<file path="src/hw/rcsc_pkg.sv">
// rcsc_pkg: shared states, timing constants and reset values for the receiver/card controller
package rcsc_pkg;
  // receiver power states
  typedef enum logic [1:0] {RCSC_RX_DEAD, RCSC_RX_STANDBY, RCSC_RX_OPERATING} rcsc_rx_t;
  // card states as the receiver recognises them
  typedef enum logic [2:0] {
    RCSC_CD_NONE, RCSC_CD_POWERUP, RCSC_CD_CLASSIFY, RCSC_CD_VALID,
    RCSC_CD_INVALID, RCSC_CD_POWEROFF, RCSC_CD_FAIL
  } rcsc_card_t;
  // clock and time base
  localparam int CLK_HZ = 40000000;
  localparam int TICK_PERIOD_MS = 1;
  localparam int TICK_CYCLES = CLK_HZ / 1000 * TICK_PERIOD_MS;
  localparam int TIME_W = 40;
  localparam logic [39:0] TIME_RESET = 40'h00_0000_0000;
  // least card power-up settle time before classification starts
  localparam int CARD_SETTLE_US = 50;
  localparam int CARD_SETTLE_CYCLES = (CLK_HZ / 1000000) * CARD_SETTLE_US;
endpackage

</file>
<file path="src/hw/rcsc_time_counter.sv">
// rcsc_time_counter: absolute time counter in ticks with load from time offset table
`timescale 1ns/1ps
`default_nettype none
module rcsc_time_counter
  import rcsc_pkg::*;
#(
  parameter int TICK_DIV = TICK_CYCLES
)(
  input wire logic clk_sys, // system clock
  input wire logic reset, // sync reset, active high
  input wire logic run, // count enable level
  input wire logic load, // one-cycle load pulse
  input wire logic [TIME_W-1:0] load_value, // time to load
  output logic [TIME_W-1:0] time_now // current time in ticks
);
  logic [31:0] div_r;
  logic [TIME_W-1:0] time_r;
  wire tick = (div_r == 32'(TICK_DIV - 1));

  // prescaler; a load restarts the tick so the new time is not shortened
  always_ff @(posedge clk_sys)
  begin
    if (reset || load || !run || tick)
      div_r <= 32'h0;
    else
      div_r <= div_r + 32'h1;
  end

  // load wins over a count in the same cycle
  always_ff @(posedge clk_sys)
  begin
    if (reset)
      time_r <= TIME_RESET;
    else if (load)
      time_r <= load_value;
    else if (run && tick)
      time_r <= time_r + TIME_W'(1);
  end

  assign time_now = time_r;
endmodule
`default_nettype wire

</file>
<file path="src/hw/rcsc_controller.sv">
// rcsc_controller: receiver power state and smart card state controller
// What this block does
// - main switch on while Dead moves receiver to Standby
// - main power lost from any state forces Dead
// - optional resume variant returns directly to Operating when Operating was the last state before Dead, and retunes last channel
// - sub power on in Standby moves to Operating
// - sub power off in Operating returns to Standby
// - Standby keeps power-on control, designated-channel messages, call-in timing, centre link
// - Operating processes entitlement and control messages of selected program
// - no, invalid or failed card: free programs only, no messages, no centre
// - unauthorised card type: enter Invalid and remove card power
// - no reply or logical error: enter Fail and remove card power
// - valid card: free and paid viewing, messages and centre link allowed
// - inserted card held in Power off while card power switched off, except a card already in Invalid or Fail
// - time counter runs in every receiver state except Dead, and in Dead as well when BATTERY_TIMER is set
// - time corrected from broadcast offset tables while receiving
// - Dead to Standby powers front end and initialises time unless battery kept it
// - sub power off keeps only minimum circuitry powered
// - card insertion in Standby/Operating, or main power on, reads card defaults if card power is requested
`timescale 1ns/1ps
`default_nettype none
module rcsc_controller
  import rcsc_pkg::*;
#(
  parameter bit RESUME_LAST = 1'b0, // variant that returns to the previous state
  parameter bit BATTERY_TIMER = 1'b0, // timer kept alive through Dead by battery
  parameter int TICK_DIV = TICK_CYCLES, // cycles per time tick
  parameter int SETTLE_CYCLES = CARD_SETTLE_CYCLES // card power settle time
)(
  input wire logic clk_sys, // system clock, 40 MHz
  input wire logic reset, // sync reset, active high
  input wire logic main_power_on, // main switch on and mains present
  input wire logic sub_power_on, // user sub power level
  input wire logic card_present, // card detect level
  input wire logic card_power_req, // software wants card powered
  input wire logic card_type_done, // pulse: card type check finished
  input wire logic card_type_ok, // with done: card is an authorised type
  input wire logic card_no_reply, // pulse: card did not answer
  input wire logic card_logic_err, // pulse: logical error on card link
  input wire logic broadcast_rx, // broadcast signal currently received
  input wire logic tot_valid, // pulse: time offset table received
  input wire logic [TIME_W-1:0] tot_time, // time from the offset table
  output logic [1:0] rx_state, // receiver state code
  output logic [2:0] card_state, // card state code
  output logic front_end_power, // tuner/front end powered
  output logic full_power, // full circuitry powered (sub on)
  output logic retune_last, // pulse: retune last viewed channel
  output logic time_init_req, // waiting for an offset table to set time
  output logic card_vcc, // card supply enable
  output logic card_read_defaults, // pulse: read card default data
  output logic card_classify, // classification in progress
  output logic scrambled_en, // paid/scrambled program selection allowed
  output logic emm_en, // entitlement messages processed
  output logic emm_designated_only, // only designated-channel entitlement messages
  output logic ecm_en, // control messages processed
  output logic poweron_ctrl_en, // power-on control evaluation active
  output logic callin_en, // call-in timing and centre link allowed
  output logic [TIME_W-1:0] time_now // absolute time
);
  rcsc_rx_t rx_r, rx_nxt, last_rx_r;
  rcsc_card_t cd_r, cd_nxt;
  logic [31:0] settle_r;
  logic card_seen_r, time_init_r;
  logic front_r, full_r, retune_r, vcc_r, rdef_r, clsf_r;
  logic scr_r, emm_r, emmd_r, ecm_r, pwc_r, call_r;
  logic [TIME_W-1:0] time_w;

  // receiver transitions; main power loss overrides everything
  wire leave_dead = (rx_r == RCSC_RX_DEAD) && main_power_on;
  always_comb
  begin
    rx_nxt = rx_r;
    if (!main_power_on)
      rx_nxt = RCSC_RX_DEAD;
    else
      unique case (rx_r)
        RCSC_RX_DEAD:
          rx_nxt = (RESUME_LAST && last_rx_r == RCSC_RX_OPERATING) ?
                   RCSC_RX_OPERATING : RCSC_RX_STANDBY;
        RCSC_RX_STANDBY:
          if (sub_power_on)
            rx_nxt = RCSC_RX_OPERATING;
        RCSC_RX_OPERATING:
          if (!sub_power_on)
            rx_nxt = RCSC_RX_STANDBY;
        default:
          rx_nxt = RCSC_RX_DEAD;
      endcase
  end

  // card transitions; removal and power off win over link events
  wire settle_done = (settle_r == 32'(SETTLE_CYCLES - 1));
  wire card_fault = card_no_reply || card_logic_err;
  wire rx_live = (rx_nxt != RCSC_RX_DEAD);
  always_comb
  begin
    cd_nxt = cd_r;
    if (!card_present)
      cd_nxt = RCSC_CD_NONE;
    else if (!rx_live)
      cd_nxt = RCSC_CD_POWEROFF;
    else
      unique case (cd_r)
        RCSC_CD_NONE:
          cd_nxt = card_power_req ? RCSC_CD_POWERUP : RCSC_CD_POWEROFF;
        RCSC_CD_POWEROFF:
          if (card_power_req)
            cd_nxt = RCSC_CD_POWERUP;
        RCSC_CD_POWERUP:
          if (!card_power_req)
            cd_nxt = RCSC_CD_POWEROFF;
          else if (settle_done)
            cd_nxt = RCSC_CD_CLASSIFY;
        RCSC_CD_CLASSIFY:
          if (!card_power_req)
            cd_nxt = RCSC_CD_POWEROFF;
          else if (card_fault)
            cd_nxt = RCSC_CD_FAIL;
          else if (card_type_done)
            cd_nxt = card_type_ok ? RCSC_CD_VALID : RCSC_CD_INVALID;
        RCSC_CD_VALID:
          if (!card_power_req)
            cd_nxt = RCSC_CD_POWEROFF;
          else if (card_fault)
            cd_nxt = RCSC_CD_FAIL;
        RCSC_CD_INVALID, RCSC_CD_FAIL:
          cd_nxt = cd_r; // isolated until the card is pulled or the receiver goes Dead
        default:
          cd_nxt = RCSC_CD_NONE;
      endcase
  end

  // state registers; last state kept for the resume variant
  always_ff @(posedge clk_sys)
  begin
    if (reset)
    begin
      rx_r <= RCSC_RX_DEAD;
      last_rx_r <= RCSC_RX_STANDBY;
      cd_r <= RCSC_CD_NONE;
    end
    else
    begin
      rx_r <= rx_nxt;
      if (rx_r != RCSC_RX_DEAD)
        last_rx_r <= rx_r;
      cd_r <= cd_nxt;
    end
  end

  // settle counter only runs in power-up
  always_ff @(posedge clk_sys)
  begin
    if (reset || cd_r != RCSC_CD_POWERUP || settle_done)
      settle_r <= 32'h0;
    else
      settle_r <= settle_r + 32'h1;
  end

  // defaults are read on a fresh insertion with the receiver up, or on main power-on, while card power is requested
  wire fresh_card = card_present && !card_seen_r && (rx_r != RCSC_RX_DEAD);
  wire rdef_nxt = (fresh_card || (leave_dead && card_present)) && card_power_req;
  always_ff @(posedge clk_sys)
  begin
    if (reset)
      card_seen_r <= 1'b0;
    else
      card_seen_r <= card_present && rx_live; // next state, so main power-on with a card pulses once
  end

  // time init wait: set when leaving Dead unless BATTERY_TIMER, cleared when a table arrives
  wire tinit_nxt = (leave_dead && !BATTERY_TIMER) ? 1'b1 :
                   (tot_valid && broadcast_rx) ? 1'b0 :
                   (rx_nxt == RCSC_RX_DEAD) ? 1'b0 : time_init_r;
  always_ff @(posedge clk_sys)
  begin
    if (reset)
      time_init_r <= 1'b0;
    else
      time_init_r <= tinit_nxt;
  end

  // time counter stops in Dead unless battery backed
  wire time_run = (rx_r != RCSC_RX_DEAD) || BATTERY_TIMER;
  wire time_load = tot_valid && broadcast_rx && (rx_r != RCSC_RX_DEAD);
  rcsc_time_counter #(
    .TICK_DIV(TICK_DIV)
  ) u_time (
    .clk_sys(clk_sys),
    .reset(reset),
    .run(time_run),
    .load(time_load),
    .load_value(tot_time),
    .time_now(time_w)
  );

  // gating decoded from the next states so outputs line up with state registers
  wire nx_standby = (rx_nxt == RCSC_RX_STANDBY);
  wire nx_oper = (rx_nxt == RCSC_RX_OPERATING);
  wire nx_valid = (cd_nxt == RCSC_CD_VALID);
  wire nx_vcc = (cd_nxt == RCSC_CD_POWERUP) || (cd_nxt == RCSC_CD_CLASSIFY) || nx_valid;
  wire scr_nxt = nx_oper && nx_valid;
  wire ecm_nxt = nx_oper && nx_valid;
  wire emm_nxt = (nx_oper || nx_standby) && nx_valid;
  wire emmd_nxt = nx_standby && nx_valid;
  wire pwc_nxt = nx_standby;
  wire call_nxt = (nx_oper || nx_standby) && nx_valid;
  wire front_nxt = nx_oper || (nx_standby && (pwc_nxt || time_init_r || tinit_nxt));
  wire full_nxt = nx_oper;
  wire retune_nxt = leave_dead && nx_oper;

  // registered outputs
  always_ff @(posedge clk_sys)
  begin
    if (reset)
    begin
      front_r <= 1'b0;
      full_r <= 1'b0;
      retune_r <= 1'b0;
      vcc_r <= 1'b0;
      rdef_r <= 1'b0;
      clsf_r <= 1'b0;
      scr_r <= 1'b0;
      emm_r <= 1'b0;
      emmd_r <= 1'b0;
      ecm_r <= 1'b0;
      pwc_r <= 1'b0;
      call_r <= 1'b0;
    end
    else
    begin
      front_r <= front_nxt;
      full_r <= full_nxt;
      retune_r <= retune_nxt;
      vcc_r <= nx_vcc;
      rdef_r <= rdef_nxt;
      clsf_r <= (cd_nxt == RCSC_CD_CLASSIFY);
      scr_r <= scr_nxt;
      emm_r <= emm_nxt;
      emmd_r <= emmd_nxt;
      ecm_r <= ecm_nxt;
      pwc_r <= pwc_nxt;
      call_r <= call_nxt;
    end
  end

  assign rx_state = rx_r;
  assign card_state = cd_r;
  assign front_end_power = front_r;
  assign full_power = full_r;
  assign retune_last = retune_r;
  assign time_init_req = time_init_r;
  assign card_vcc = vcc_r;
  assign card_read_defaults = rdef_r;
  assign card_classify = clsf_r;
  assign scrambled_en = scr_r;
  assign emm_en = emm_r;
  assign emm_designated_only = emmd_r;
  assign ecm_en = ecm_r;
  assign poweron_ctrl_en = pwc_r;
  assign callin_en = call_r;
  assign time_now = time_w;
endmodule
`default_nettype wire

</file>
<file path="config.mk">
export PLATFORM = sky130hd
export DESIGN_NAME = rcsc_controller
export DESIGN_NICKNAME = d
export VERILOG_FILES = /design/src/hw/rcsc_pkg.sv /design/src/hw/rcsc_time_counter.sv /design/src/hw/rcsc_controller.sv
export SDC_FILE = /design/constraint.sdc
export NUM_CORES = 1
export LEC_CHECK = 0
export ABC_AREA = 1
export BUFFER_PORTS_ARGS = -buffer_cell sky130_fd_sc_hd__buf_4
export CAP_MARGIN = 10
export CORE_MARGIN = 4
export CORE_UTILIZATION = 55
export DETAILED_ROUTE_END_ITERATION = 10
export PLACE_DENSITY = 0.73
export SKIP_CTS_REPAIR_TIMING = 1
export SYNTH_ARGS = -nofsm -noshare
export SYNTH_HDL_FRONTEND = slang
export SYNTH_HIERARCHICAL = 1
export SYNTH_SLANG_ARGS = --single-unit
</file>
<file path="constraint.sdc">
create_clock -name clk_sys -period 2 [get_ports clk_sys]
set_input_delay 0 -clock clk_sys [delete_from_list [all_inputs] [get_ports clk_sys]]
set_output_delay 0 -clock clk_sys [all_outputs]
set_load 0.02 [all_outputs]
</file>
; Word level (Yosys, flattened, before mapping)
; Index checks and enable logic that the tools add are counted.
; W data, S select, Z words.
[word_totals]
regBits = 121
input_bits = 52
out_inout_bits = 58
[op_classes]
addsub = 3
eq_ne = 16
n_mux = 22
n_reduce_logical = 36
[ops]
columns = cell, n
row1 = $mux W40, 2
row2 = $add A32 B1 Y32 const B, 2
row3 = $add A40 B1 Y40 const B, 1
row4 = $mux W3, 12
row5 = $eq A32 B11 Y1 const B, 1
row6 = $eq A32 B16 Y1 const B, 1
row7 = $pmux W3 S6, 1
row8 = $logic_and A1 B1 Y1, 14
row9 = $logic_or A1 B1 Y1, 13
row10 = $eq A3 B2 Y1 const B, 4
row11 = $eq A3 B3 Y1 const B, 3
row12 = $eq A3 B1 Y1 const B, 2
row13 = $mux W2, 3
row14 = $pmux W2 S3, 1
row15 = $reduce_bool A2 Y1, 3
row16 = $eq A2 B1 Y1 const B, 2
row17 = $eq A2 B2 Y1 const B, 2
row18 = $logic_not A2 Y1, 2
row19 = $logic_not A3 Y1, 1
row20 = $mux W1, 3
row21 = $ne A3 B1 Y1 const B, 1
row22 = $logic_not A1 Y1, 2
row23 = $reduce_or A2 Y1, 1

; Longest topological paths before layout
; Gate-level depths: netlist (run 1).
[logic_depth]
depth_word = 10
depth_mapped = 12
mapped_depth_nobuf = 12

; By module
; The synthesis (run 1) kept the hierarchy.
[by_module_without_submodules]
columns = module, n_inst, cells_per_inst, area_each_um2, seq_area_each_um2
row1 = rcsc_time_counter, 1, 835, 4892.2, 1441.4
row2 = rcsc_controller, 1, 392, 2613.8, 980.9

; Least setup slack after synthesis (run 1)
; No wires, ideal clock.
[synth_timing]
path_type = register to register
startpoint = register rx_r[0], in the netlist rx_state[0]
endpoint = register u_time.time_r[17], in the netlist u_time/time_now[17]
t_arrival_ns = 1.592
required_ns = 1.872
setup_slack_ns = 0.280
path_stages_with_launch = 9
n_path_buf = 1
synth_period_minus_slack_ns = 1.720
cell_sequence = dfxtp_1 -> nor2_1 -> nor2_1 -> clkbuf_1 -> inv_2 -> nand4_2 -> clkinv_1 -> a21oi_1 -> nor2_1
[synth_via]
elab_chain_cells = 3
elab_cells_between_ends = 5
[synth_lines]
columns = item, line_no
row1 = from (decl), rcsc_controller.sv:60  ; rcsc_rx_t rx_r, rx_nxt, last_rx_r;
row2 = from (signal assigned), rcsc_controller.sv:144  ; rx_r <= rx_nxt;
row3 = $reduce_bool A2 Y1 *, rcsc_controller.sv:185  ; wire time_load = tot_valid && broadcast_rx && (rx_r != RCSC_RX_DEAD);
row4 = $logic_and A1 B1 Y1 *, rcsc_controller.sv:185
row5 = net time_load, rcsc_controller.sv:185
row6 = $mux W40 / $reduce_bool A2 Y1 (equally long branches), -
row7 = to (signal assigned), rcsc_time_counter.sv:35  ; time_r <= load_value;
row8 = to (signal assigned), rcsc_time_counter.sv:37  ; time_r <= time_r + TIME_W'(1);
row9 = to (decl), rcsc_time_counter.sv:17  ; logic [TIME_W-1:0] time_r;
; Mark *: on every way through the listed nets, which the timed path passes. The rest lies on a longest branch.
; A chain may end at the register's enable or synchronous reset.

; Worst setup path in the final report (run 1)
[layout_timing]
startpoint = register u_time.div_r[0]
endpoint = register u_time.time_r[14], in the netlist u_time/time_now[14]
[layout_via]
elab_chain_cells = 3
[layout_lines]
columns = item, line_no
row1 = from (decl), rcsc_time_counter.sv:16  ; logic [31:0] div_r;
row2 = from (signal assigned), rcsc_time_counter.sv:26  ; div_r <= div_r + 32'h1;
row3 = $eq A32 B16 Y1, rcsc_time_counter.sv:18  ; wire tick = (div_r == 32'(TICK_DIV - 1));
row4 = $logic_and A1 B1 Y1, rcsc_time_counter.sv:36  ; else if (run && tick)
row5 = $reduce_bool A2 Y1 (no source line), -
; No other way between the ends.

==> results of run 1 <==
[Yosys cell counts (2+ instances only)]
cell type                  instances
sky130_fd_sc_hd__or2_2             8
sky130_fd_sc_hd__xnor2_1           8
sky130_fd_sc_hd__nand3_2           8
sky130_fd_sc_hd__nor2_1          197
sky130_fd_sc_hd__and2_1            2
sky130_fd_sc_hd__ha_1              6
sky130_fd_sc_hd__nor2_4            6
sky130_fd_sc_hd__dfxtp_1         121
sky130_fd_sc_hd__o21ai_0          28
sky130_fd_sc_hd__clkinv_1          2
sky130_fd_sc_hd__buf_4             3
sky130_fd_sc_hd__nor3b_1           2
sky130_fd_sc_hd__buf_1             3
sky130_fd_sc_hd__buf_2             8
sky130_fd_sc_hd__a211oi_1          2
sky130_fd_sc_hd__nand4_1          26
sky130_fd_sc_hd__a21oi_1          64
sky130_fd_sc_hd__nor3_2            7
sky130_fd_sc_hd__nor4_2            3
sky130_fd_sc_hd__inv_2             9
sky130_fd_sc_hd__nand3b_1          4
sky130_fd_sc_hd__or2_0             2
sky130_fd_sc_hd__nor2_2           12
sky130_fd_sc_hd__clkbuf_1         10
sky130_fd_sc_hd__o21bai_1          6
sky130_fd_sc_hd__inv_1           137
sky130_fd_sc_hd__nor4_1            3
sky130_fd_sc_hd__nand2_1         391
sky130_fd_sc_hd__nand3_1          84
sky130_fd_sc_hd__xor2_1           23
sky130_fd_sc_hd__nand2_2           9
sky130_fd_sc_hd__buf_6             2
sky130_fd_sc_hd__nor3_1           20
sky130_fd_sc_hd__nor3_4            2
sky130_fd_sc_hd__nor3b_2           2
[critical path: cells and delay by family (launching register included)]
family / cells / cell delay, ns
simple gates: 7 / 0.88
flops: 1 / 0.35
buf+inv: 1 / 0.23
fa+ha+maj: 1 / 0.19
compound gates: 1 / 0.06
[stage by stage]
step / cell area [um2] / hold WS, ns
finish: 9656 / -0.05787
global route: 9656 / 0.0007151
CTS: 9255 / -0.1726
detailed placement: 8626 / 0.2691
global placement: 8626 / 0.2629
floorplan: 7506 / 0.1437
[flip-flops by register name, indices dropped and copies added (netlist names)]
name	count
full_power	1
card_classify	1
card_seen_r	1
card_read_defaults	1
card_state	3
emm_designated_only	1
ecm_en	1
settle_r	32
retune_last	1
front_end_power	1
poweron_ctrl_en	1
callin_en	1
card_vcc	1
u_time/time_now	40
rx_state	2
time_init_req	1
u_time/div_r	32
[worst min-delay path by stage]
stage | end | slack [ns] | cells after the start
after floorplan | card_state[2]$_SDFF_PP0_ | 0.14 | 2
after global placement | card_state[2]$_SDFF_PP0_ | 0.26 | 3
after detailed placement | card_classify$_SDFF_PP0_ | 0.27 | 4
after CTS | card_classify$_SDFF_PP0_ | -0.17 | 4
after global routing | u_time/time_now[7]$_SDFFE_PP0P_ | 0.0007 | 5
final | u_time/time_now[22]$_SDFFE_PP0P_ | -0.06 | 5
[cells by family (layout without fill, tap and decap cells)]
| group | after synthesis | after routing | share of synthesized area (%) |
|---|---|---|---|
| compound gates | 105 | 105 | 7.401 |
| xor+xnor | 31 | 31 | 3.617 |
| fa+ha+maj | 6 | 6 | 1.000 |
| buf+inv | 174 | 351 | 9.185 |
| flops | 121 | 121 | 32.27 |
| simple gates | 790 | 790 | 46.52 |
[power by group]
part | switching [uW] | internal, uW | total, uW
clock network | 1190 | 2070 | 3260
registers | 25.9 | 2440 | 2460
logic | 208 | 192 | 399
total | 1420 | 4700 | 6120
[layout by cell type, fill, tap and decap left out, types with 3 or more instances in the layout]
cell / instances
sky130_fd_sc_hd__nand3_1: 84
sky130_fd_sc_hd__nand2_2: 8
sky130_fd_sc_hd__o21ai_0: 28
sky130_fd_sc_hd__or2_2: 8
sky130_fd_sc_hd__nor3_2: 7
sky130_fd_sc_hd__nor3_4: 3
sky130_fd_sc_hd__clkbuf_16: 17
sky130_fd_sc_hd__nand4_1: 26
sky130_fd_sc_hd__clkbuf_8: 3
sky130_fd_sc_hd__inv_1: 136
sky130_fd_sc_hd__o21bai_1: 6
sky130_fd_sc_hd__inv_2: 9
sky130_fd_sc_hd__nor3_1: 19
sky130_fd_sc_hd__buf_4: 133
sky130_fd_sc_hd__a21oi_1: 64
sky130_fd_sc_hd__xor2_1: 23
sky130_fd_sc_hd__nor2_4: 9
sky130_fd_sc_hd__bufinv_16: 3
sky130_fd_sc_hd__nand3_2: 8
sky130_fd_sc_hd__xnor2_1: 8
sky130_fd_sc_hd__nor4_2: 3
sky130_fd_sc_hd__nor2_2: 12
sky130_fd_sc_hd__dfxtp_1: 119
sky130_fd_sc_hd__nor4_1: 3
sky130_fd_sc_hd__ha_1: 5
sky130_fd_sc_hd__dlygate4sd3_1: 33
sky130_fd_sc_hd__inv_6: 3
sky130_fd_sc_hd__nor2_1: 194
sky130_fd_sc_hd__nand2_1: 391
sky130_fd_sc_hd__nand3b_1: 4
sky130_fd_sc_hd__clkinvlp_4: 6
sky130_fd_sc_hd__clkinv_4: 3
[cell type report]
class	instances	area share (%)
Timing Repair inverter	3	0.2333
Multi-Input combinational cell	932	45.94
Clock inverter	12	1.685
Timing Repair Buffer	168	14.12
Inverter	148	5.792
Tap cell	176	2.281
Clock buffer	20	4.833
Sequential cell	121	25.11
[per-layer routing]
layer | routed length, um | vias up | part of all wire (%) | global-route usage [%]
met5 | 0 | - | 0 | 0
met4 | 419 | 0 | 1.9 | 8.418
met3 | 1554 | 34 | 7.0 | 6.432
met2 | 10640 | 279 | 48 | 46.41
met1 | 9722 | 3749 | 44 | 35.87
li1 | - | 4197 | - | -
==> impl_results.md, run 1 <==
- Headroom to the max-slew limit: between 60% and 70%
- Reg-to-Reg End: u_time/time_now[14]$_SDFFE_PP0P_
- Startpoint of the worst-slack reg-to-reg timing path: u_time/div_r[0]$_SDFF_PP0_
- Global placement routability congestion: between 0.9 and 1
- Flip-flop and latch count after synthesis: 121
- # diodes: 0
- Crit end category: register
- Final-stage net count: roughly 1,400
- Worst slack on hold paths: -0.05787 ns
- Beginning of the critical path: u_time/div_r[0]$_SDFF_PP0_
- Final setup violation count: 0
- Cells after synthesis: between 1,000 and 1,500
- Final count of pins violating max slew: 0
- Nets in the synthesized netlist: 1,285
- Total Power Consumption: 6124 uW
- Root Buffer Master: sky130_fd_sc_hd__clkbuf_16
- LEAKAGE: 0.004048 uW
- Max_cap viols: 0
- Filler cell count: about 1,100
- Global-route congestion overflow total: 0
- Fin. Hold Viols: 10
- Cell area after synthesis: 7506 um2
- Aggregate negative setup slack: 0 ns
- Count of unresolved DRC violations after routing: 0
- Per-cell routed wire length: 14.14 um
- Asr flop ratio synth: 0%
- Number of nets with antenna violations after routing: 0
- EDFF count, synth: 0
- Slowest cell delay on critical path: 0.35 ns
- Via count: between 8,000 and 9,000
- I/O pin cnt: between 100 and 150
- Area used by sequential logic in the layout: ~2400 um2
- Core box area: 13,300 um2
- Combined area of the multi-input logic cells: ~4400 um2
- Half-perimeter wire length after detailed placement: about 16 mm
- Number of standard cells in the layout, taps in and fillers out: between 1,500 and 2,000
- Iteration-0 DRC count of the detailed router: a little over 800
- Seq/Total Area, Yosys: about a third
- Num CTS Buffers: 17
- Effective utilization at floorplan: 56.46%
- Number of antenna violations at the first check in global routing: 0
- Depth of the worst register-to-register path: 10
- Unrepaired setup endpoints after global routing: false
- Clock edge transition at the registers on the reported setup and hold paths: approximately 0.06 ns
- HP Start: tot_time[22]
- Nature of the critical path startpoint: register
- CP max-delay cell: sky130_fd_sc_hd__dfxtp_2
- Cell variety after synth: 42
- Minimum clock period after layout: about 1.9 ns
- Maximum fanout encountered on the critical timing path: 6
- Fraction of layout instances using a drive strength above 1: 17.45%
- 1st-pass router iterations: 6
- Max frequency: between 500 and 600 MHz
- Synthesized area divided by synthesized cell count: 6.117 um2
- Post-Route WL: ~22 mm
- Via count of the first global-routing pass: 7,658
- Area leader, netlist: sky130_fd_sc_hd__dfxtp_1
- H-tree depth: 4
- Max IR drop VDD: 0.6881 mV
- Actual transition at the worst max-transition pin: between 0.4 and 0.5 ns
- Ratio of final minimum period to clock period: roughly 93%
- Share of the synthesized area in the top cell type: approximately a third
- Height of the die: 124.8 um
- Violations in the final reports: hold timing
- Fin Clk Skew: around 0.0064 ns
- Growth of design area from synthesis to finish: 28.64%
- Placed insts: between 1,500 and 2,000
- Clock network latency to the later pin of the worst-skew pair: ~0.42 ns
- P per Cell Area: 634.3 nW/um2
- Number of warning messages in the yosys log: 6
- Data required time at the worst endpoint: roughly 2.3 ns
- Number of port buffers: 109
- Global-route wire length before repair: ~36 mm
- R2r setup slk: roughly 0.13 ns
- Final worst slack: around 0.13 ns
- All-layer global routing usage: about 28%
- Critical path, cell by cell: ha_2, nand2_2, nor2_4, nand3_1, nor2_2, nand3_2, nand2_4, clkinvlp_4, nand2_1, a21oi_1
- Maximum root-to-sink buffer count: 2
- Count of clock tree sinks: ~120
- Post-placement setup slack: -0.04717 ns
- Final cell utilization of the core: a little over 70%
- Crit path to: u_time/time_now[14]$_SDFFE_PP0P_
- Avg Vias per Cell: roughly 5.2
- Die area: ~16,000 um2
- Worst Path Arrival: approximately 2.2 ns
- Biggest area contributors in the synthesized netlist: sky130_fd_sc_hd__dfxtp_1 (32%), sky130_fd_sc_hd__nand2_1 (20%), sky130_fd_sc_hd__nor2_1 (9.9%), sky130_fd_sc_hd__inv_1 (6.9%), sky130_fd_sc_hd__nand3_1 (5.6%)
- Kind of critical path: reg -> reg
- Tightest Hold Check Type: in -> reg
- Clock tree from TritonCTS: yes
- Top_reg_cell synth: sky130_fd_sc_hd__dfxtp_1
- Maximum number of pins on one net before global-route repair: 41
- Standard-cell row count: 42
- DIE WIDTH: roughly 120 um
- Status: finished, violations left
(Power assumes the default switching activity.)
==> run 2: changes to the inputs <==
--- a/config.mk
+++ b/config.mk
@@ -5,13 +5,13 @@
 export SDC_FILE = /design/constraint.sdc
 export NUM_CORES = 1
 export LEC_CHECK = 0
-export ABC_AREA = 1
+export ABC_AREA = 0
 export BUFFER_PORTS_ARGS = -buffer_cell sky130_fd_sc_hd__buf_4
 export CAP_MARGIN = 10
 export CORE_MARGIN = 4
 export CORE_UTILIZATION = 55
 export DETAILED_ROUTE_END_ITERATION = 10
-export PLACE_DENSITY = 0.73
+export PLACE_DENSITY = 0.75
 export SKIP_CTS_REPAIR_TIMING = 1
 export SYNTH_ARGS = -nofsm -noshare
 export SYNTH_HDL_FRONTEND = slang
==> constraint.sdc (replaced) <==
create_clock -name clk_sys -period 2 [get_ports clk_sys]
set_input_delay 0 -clock clk_sys [delete_from_list [all_inputs] [get_ports clk_sys]]
set_output_delay 0 -clock clk_sys [all_outputs]
set_load 0.1 [all_outputs]
==> impl_results.md, run 2 <==
- Final setup violation count: 18
- Data required time at the worst endpoint: 2.33 ns
- Count of unresolved DRC violations after routing: 0
- Per-cell routed wire length: 19.39 um
- Asr flop ratio synth: 0%
- Final count of pins violating max slew: 0
- Status: finished, violations left
- Kind of critical path: reg -> reg
- Max_cap viols: 0
- Maximum root-to-sink buffer count: 2
- Ratio of final minimum period to clock period: 110.0%
- Total Power Consumption: 6192 uW
- Clock network latency to the later pin of the worst-skew pair: between 0.4 and 0.5 ns
- Fin. Hold Viols: 1
- Cell repeated most along the worst path: sky130_fd_sc_hd__or4_4
- I/O pin cnt: 110
- CP max-delay cell: sky130_fd_sc_hd__or4_4
- Iteration-0 DRC count of the detailed router: slightly below 800
- Standard-cell row count: 38
- Synthesized area divided by synthesized cell count: between 8 and 9 um2
- 1st-pass router iterations: 5
- Number of flip-flops under the largest register name: 40
- Standard cell area after detailed placement: 7970 um2
- Aggregate negative setup slack: -1.821 ns
- Root Buffer Master: sky130_fd_sc_hd__clkbuf_16
- Max frequency: ~450 MHz
- Height of the die: 114.1 um
- Post-placement setup slack: -0.3169 ns
- Final worst slack: -0.2003 ns
- Nature of the critical path startpoint: register
- Violations in the final reports: hold timing, setup timing
- Worst Path Arrival: around 2.5 ns
- Via count of the first global-routing pass: 6,382
- All-layer global routing usage: 27.94%
- LEAKAGE: 0.003607 uW
- Leading cell types in the layout, fill and taps excluded: sky130_fd_sc_hd__buf_4 (202), sky130_fd_sc_hd__nor2_1 (109), sky130_fd_sc_hd__dfxtp_1 (73)
- Most frequent cells after synthesis: sky130_fd_sc_hd__dfxtp_1 (121), sky130_fd_sc_hd__nor2_1 (110), sky130_fd_sc_hd__nand3_1 (51)
- # diodes: 0
- EDFF count, synth: 0
- Maximum number of pins on one net before global-route repair: 52
- Effective utilization at floorplan: between 50% and 60%
- Avg Vias per Cell: approximately 6.3
- Minimum clock period after layout: roughly 2.2 ns
- Fraction of layout instances using a drive strength above 1: 36.05%
- Combined area of the multi-input logic cells: roughly 3900 um2
- Slowest cell delay on critical path: between 0.5 and 0.6 ns
- Flip-flop and latch count after synthesis: around 120
- Headroom to the max-slew limit: a little under three fifths
- Cells after synthesis: 757
- P per Cell Area: 651.5 nW/um2
- Global-route congestion overflow total: 0
- Final-stage net count: between 1,000 and 1,500
- Actual transition at the worst max-transition pin: between 0.6 and 0.7 ns
- Non-Filler Cell Area, Final: roughly 9500 um2
- Seq/Total Area, Yosys: a little under 40%
- Tightest Hold Check Type: in -> reg
- Post-Route WL: 22.24 mm
- Filler cell count: between 500 and 600
- Number of warning messages in the yosys log: 6
- Half-perimeter wire length after detailed placement: between 10 and 15 mm
- Via count: 7,225
- Count of clock tree sinks: 121
- Area leader, netlist: sky130_fd_sc_hd__dfxtp_1
- Cell area after synthesis: 6193 um2
- Most repeated cell in the gate-level netlist after synthesis: sky130_fd_sc_hd__dfxtp_1
- Share of the synthesized area in the top cell type: 39.11%
- Number of antenna violations at the first check in global routing: 0
- Number of nets with antenna violations after routing: 0
- Buf/Inv on CP: 0
- Biggest area contributors in the synthesized netlist: sky130_fd_sc_hd__dfxtp_1 (39%), sky130_fd_sc_hd__xnor2_1 (6.9%), sky130_fd_sc_hd__nor2_1 (6.7%), sky130_fd_sc_hd__nor4_1 (4.3%), sky130_fd_sc_hd__nand3_1 (4.1%)
- Max IR drop VDD: between 0.7 and 0.8 mV
- Growth of design area from synthesis to finish: 53.45%
- Num CTS Buffers: 17
- DIE WIDTH: 114.1 um
- Crit end category: register
- Maximum fanout encountered on the critical timing path: 5
- Clock edge transition at the registers on the reported setup and hold paths: 0.06 ns
- Commonest non-fill, non-tap cell in the layout: sky130_fd_sc_hd__buf_4
- Die area: roughly 13,000 um2
- Top_reg_cell synth: sky130_fd_sc_hd__dfxtp_1
- Cell variety after synth: between 40 and 50
- Global-route wire length before repair: 29.89 mm
- Core box area: 10,940 um2
- Nets in the synthesized netlist: 815
- Unrepaired setup endpoints after global routing: true
- Fin Clk Skew: approximately 0.0082 ns
- Worst slack on hold paths: -0.01610 ns
- Critical path, cell by cell: ha_4, and3_4, nand3_4, or4_4, or4_4, a311oi_2
- Top delay family on crit path: simple AND/OR/NAND/NOR gates
- H-tree depth: 4
- Global placement routability congestion: around 0.85
- Clock tree from TritonCTS: yes
- Number of port buffers: 109
- Area used by sequential logic in the layout: about 2600 um2
-- run 2: worst reg2reg max path: stages (launching register included) --
cell and delay (ns):
sky130_fd_sc_hd__dfxtp_4 0.36, sky130_fd_sc_hd__ha_4 0.13, sky130_fd_sc_hd__and3_4 0.22, sky130_fd_sc_hd__nand3_4 0.10, sky130_fd_sc_hd__or4_4 0.55, sky130_fd_sc_hd__or4_4 0.51, sky130_fd_sc_hd__a311oi_2 0.23
-- run 2: metrics by stage --
stage / utilization, % / cells
after floorplan: - / 757
after global placement: 72.88 / 1060
after detailed placement: 72.88 / 1060
after CTS: 77.97 / 1090
after global routing: 86.91 / 1147
final: 86.91 / 1147
-- run 2: metal layers --
layer	part of all wire [%]	GRT usage [%]	vias to the layer above
met5	0	0	-
met4	4.4	10.69	0
li1	-	-	3255
met2	49	46.25	457
met3	8.6	6.924	102
met1	38	35.16	3411
-- run 2: final cells by class --
type | count | area share, %
well taps | 140 | 1.843
clock buffers | 23 | 5.147
flip-flops and latches | 121 | 26.99
inverters | 32 | 1.264
multi-input cells | 563 | 41.21
repair buffers | 261 | 22.84
clock inverters | 7 | 0.7109
-- run 2: final timing paths --
path / slack [ns] / cells after the start / end / startpoint
setup / recovery: -0.20 / 6 / u_time/time_now[30]$_SDFFE_PP0P_ / u_time/time_now[1]$_SDFFE_PP0P_
hold / removal: -0.02 / 4 / rx_state[1]$_SDFF_PP0_ / sub_power_on
setup reg to reg: -0.20 / 6 / u_time/time_now[30]$_SDFFE_PP0P_ / u_time/time_now[1]$_SDFFE_PP0P_
hold reg to reg: 0.48 / 1 / settle_r[0]$_SDFF_PP0_ / settle_r[0]$_SDFF_PP0_
-- run 2: kinds of logic (layout without fill, tap and decap cells) --
group,after synthesis,in the layout,synth area share [%]
flip-flops,121,121,39.11
XOR/XNOR,70,70,9.899
AO/OA/AOI/OAI,101,101,11.68
buffers and inverters,74,323,4.788
adder cells (fa/ha/maj),6,6,1.212
AND/OR/NAND/NOR,385,386,33.31
-- run 2: power breakdown --
group	internal, uW	switching (uW)
sequential	2430	46.6
clock	1830	1100
combinational	275	508
total	4530	1660
==> run 3: changes to the inputs <==
==> constraint.sdc (replaced) <==
create_clock -name clk_sys -period 2 [get_ports clk_sys]
set_input_delay 0 -clock clk_sys [delete_from_list [all_inputs] [get_ports clk_sys]]
set_output_delay 0 -clock clk_sys [all_outputs]
set_load 0.005 [all_outputs]
==> impl_results.md, run 3 (synthesis gave the netlist of run 2 again) <==
- Number of flip-flops under the largest register name: 40
- Worst slack on hold paths: -0.01628 ns
- Startpoint of the worst-slack reg-to-reg timing path: u_time/time_now[1]$_SDFFE_PP0P_
- I/O pin cnt: 110
- Cell repeated most along the worst path: sky130_fd_sc_hd__or4_4
- Number of nets with antenna violations after routing: 0
- Fraction of layout instances using a drive strength above 1: a little over a third
- HP Start: tot_time[39]
- Maximum root-to-sink buffer count: 2
- WHS Endpoint: u_time/time_now[39]$_SDFFE_PP0P_
- DIE WIDTH: between 100 and 150 um
- LEAKAGE: around 0.0037 uW
- All-layer global routing usage: 29.93%
- Core box area: 10,940 um2
- Worst Path Arrival: roughly 2.6 ns
- Nature of the critical path startpoint: register
- Iteration-0 DRC count of the detailed router: 1,124
- Crit end category: register
- Status: finished, violations left
- Maximum fanout encountered on the critical timing path: 5
- Count of unresolved DRC violations after routing: 0
- Fin Clk Skew: 0.006558 ns
- Data required time at the worst endpoint: between 2 and 2.5 ns
- Ratio of final minimum period to clock period: 115.0%
- 1st-pass router iterations: 9
- Slowest cell delay on critical path: 0.58 ns
- Leading cell types in the layout, fill and taps excluded: sky130_fd_sc_hd__buf_4 (236), sky130_fd_sc_hd__nor2_1 (108), sky130_fd_sc_hd__dfxtp_1 (103)
- Height of the die: approximately 110 um
- Via count: 7,610
- Final cell utilization of the core: between 80% and 90%
- Global-route congestion overflow total: 0
- Met2 track demand over resource in global routing: about 49%
- Internal: 4616 uW
- Half-perimeter wire length after detailed placement: 13.99 mm
- Number of port buffers: between 100 and 150
- Via count of the first global-routing pass: about 6,700
- Final setup violation count: 29
- Number of standard cells in the layout, taps in and fillers out: 1,178
- Num CTS Buffers: 17
- Count of clock tree sinks: 121
- Number of antenna violations at the first check in global routing: 0
- Growth of design area from synthesis to finish: 55.25%
- Max_cap viols: 0
- Fin. Hold Viols: 1
- Busiest layer in global routing: met2
- Critical path, cell by cell: ha_4, and3_4, nand3_4, or4_4, or4_4, a311oi_1
- P per Cell Area: between 600 and 700 nW/um2
- Root Buffer Master: sky130_fd_sc_hd__clkbuf_16
- Max IR drop VDD: ~0.67 mV
- Final count of pins violating max slew: 0
- Kind of critical path: reg -> reg
- Final-stage net count: about 1,100
- Post-placement setup slack: -0.3455 ns
- Max frequency: 434.9 MHz
- Switching part of the total: between 20% and 30%
- Clock Power Share: 50.3%
- Standard-cell row count: 38
- Clock edge transition at the registers on the reported setup and hold paths: roughly 0.06 ns
- Tightest Hold Check Type: in -> reg
- Reg-to-Reg End: u_time/time_now[26]$_SDFFE_PP0P_
- Reg power frac: 41.0%
- Avg Vias per Cell: 6.460
- H-tree depth: 4
- Per-cell routed wire length: between 20 and 25 um
- Met3 demand-to-capacity share in global routing: 6.501%
- Actual transition at the worst max-transition pin: ~0.64 ns
- Buf/Inv on CP: 0
- Violations in the final reports: hold timing, setup timing
- Depth of the worst register-to-register path: 6
- Clock network latency to the later pin of the worst-skew pair: about 0.42 ns
- Post-Route WL: 24.69 mm
- Global placement routability congestion: approximately 0.91
- Die area: about 13,000 um2
- Cells on Worst Hold Path: 5
- Effective utilization at floorplan: a little under three fifths
- Clock tree from TritonCTS: yes
- Headroom to the max-slew limit: 57.34%
- Commonest non-fill, non-tap cell in the layout: sky130_fd_sc_hd__buf_4
- CP max-delay cell: sky130_fd_sc_hd__or4_4
- Unrepaired setup endpoints after global routing: true
- Comb pwr share: 8.8%
- Top delay family on crit path: simple AND/OR/NAND/NOR gates
- # diodes: 0
- Minimum clock period after layout: about 2.3 ns
- Global Route met1 Usage: 39.47%
- Final worst slack: -0.2996 ns
- P_sw: 1469 uW
- Maximum number of pins on one net before global-route repair: 52
- Global-route wire length before repair: approximately 32 mm
- R2r setup slk: -0.30 ns
- Placed insts: around 1,100
## run 3: cell types whose count changed in the layout (fill, tap and decap cells not counted), sizes merged
cell    change
clkbuf      -5
inv         +2
bufinv      +1
buf        +30
clkinv      +3
## run 3: metrics by stage
step / power [uW] / instance area (um2) / TNS (ns)
floorplan: 2693 / 6260 / -0.7945
global placement: 2932 / 8005 / -3.206
detailed placement: 2945 / 8005 / -4.697
CTS: 5948 / 8592 / -5.495
global route: 6226 / 9615 / -5.122
finish: 6085 / 9615 / -4.042
## run 3: worst min-delay path, stage by stage
cell	delay, ns
sky130_fd_sc_hd__buf_4	0.11
sky130_fd_sc_hd__inv_1	0.04
sky130_fd_sc_hd__a21oi_1	0.08
sky130_fd_sc_hd__o311ai_2	0.08
sky130_fd_sc_hd__a211oi_1	0.04
## run 3: area by class of cell
type / count / area, um2
Tap cell: 140 / 175.2
Fill cell: 526 / 1320
Sequential cell: 121 / 2450
Multi-Input combinational cell: 563 / 3930
Inverter: 32 / 120.1
Timing Repair Buffer: 290 / 2354
Clock inverter: 13 / 143.9
Clock buffer: 19 / 442.9
## run 3: worst max path at each step
stage                                     startpoint                                to  slack, ns  depth (start not counted)
floorplan            u_time/time_now[1]$_SDFFE_PP0P_  u_time/time_now[28]$_SDFFE_PP0P_      -0.13                          7
global placement     u_time/time_now[1]$_SDFFE_PP0P_  u_time/time_now[30]$_SDFFE_PP0P_      -0.22                          6
detailed placement  u_time/time_now[13]$_SDFFE_PP0P_  u_time/time_now[29]$_SDFFE_PP0P_      -0.35                          7
CTS                  u_time/time_now[1]$_SDFFE_PP0P_  u_time/time_now[28]$_SDFFE_PP0P_      -0.34                          6
global route         u_time/time_now[1]$_SDFFE_PP0P_  u_time/time_now[26]$_SDFFE_PP0P_      -0.29                          6
finish               u_time/time_now[1]$_SDFFE_PP0P_  u_time/time_now[26]$_SDFFE_PP0P_      -0.30                          6
## run 3: power groups by stage
| stage | registers, uW | logic, uW | clock network [uW] |
|---|---|---|---|
| final | 2490 | 534 | 3060 |
| after global routing | 2500 | 561 | 3170 |
| after CTS | 2490 | 411 | 3050 |
| after detailed placement | 2540 | 408 | 0 |
| after global placement | 2530 | 398 | 0 |
| after floorplan | 2550 | 143 | 0 |
## run 3: metal layers
layer | up-vias | share of wire, %
li1 | 3299 | -
met1 | 3526 | 37
met2 | 603 | 48
met3 | 182 | 9.8
met4 | 0 | 5.8
met5 | - | 0
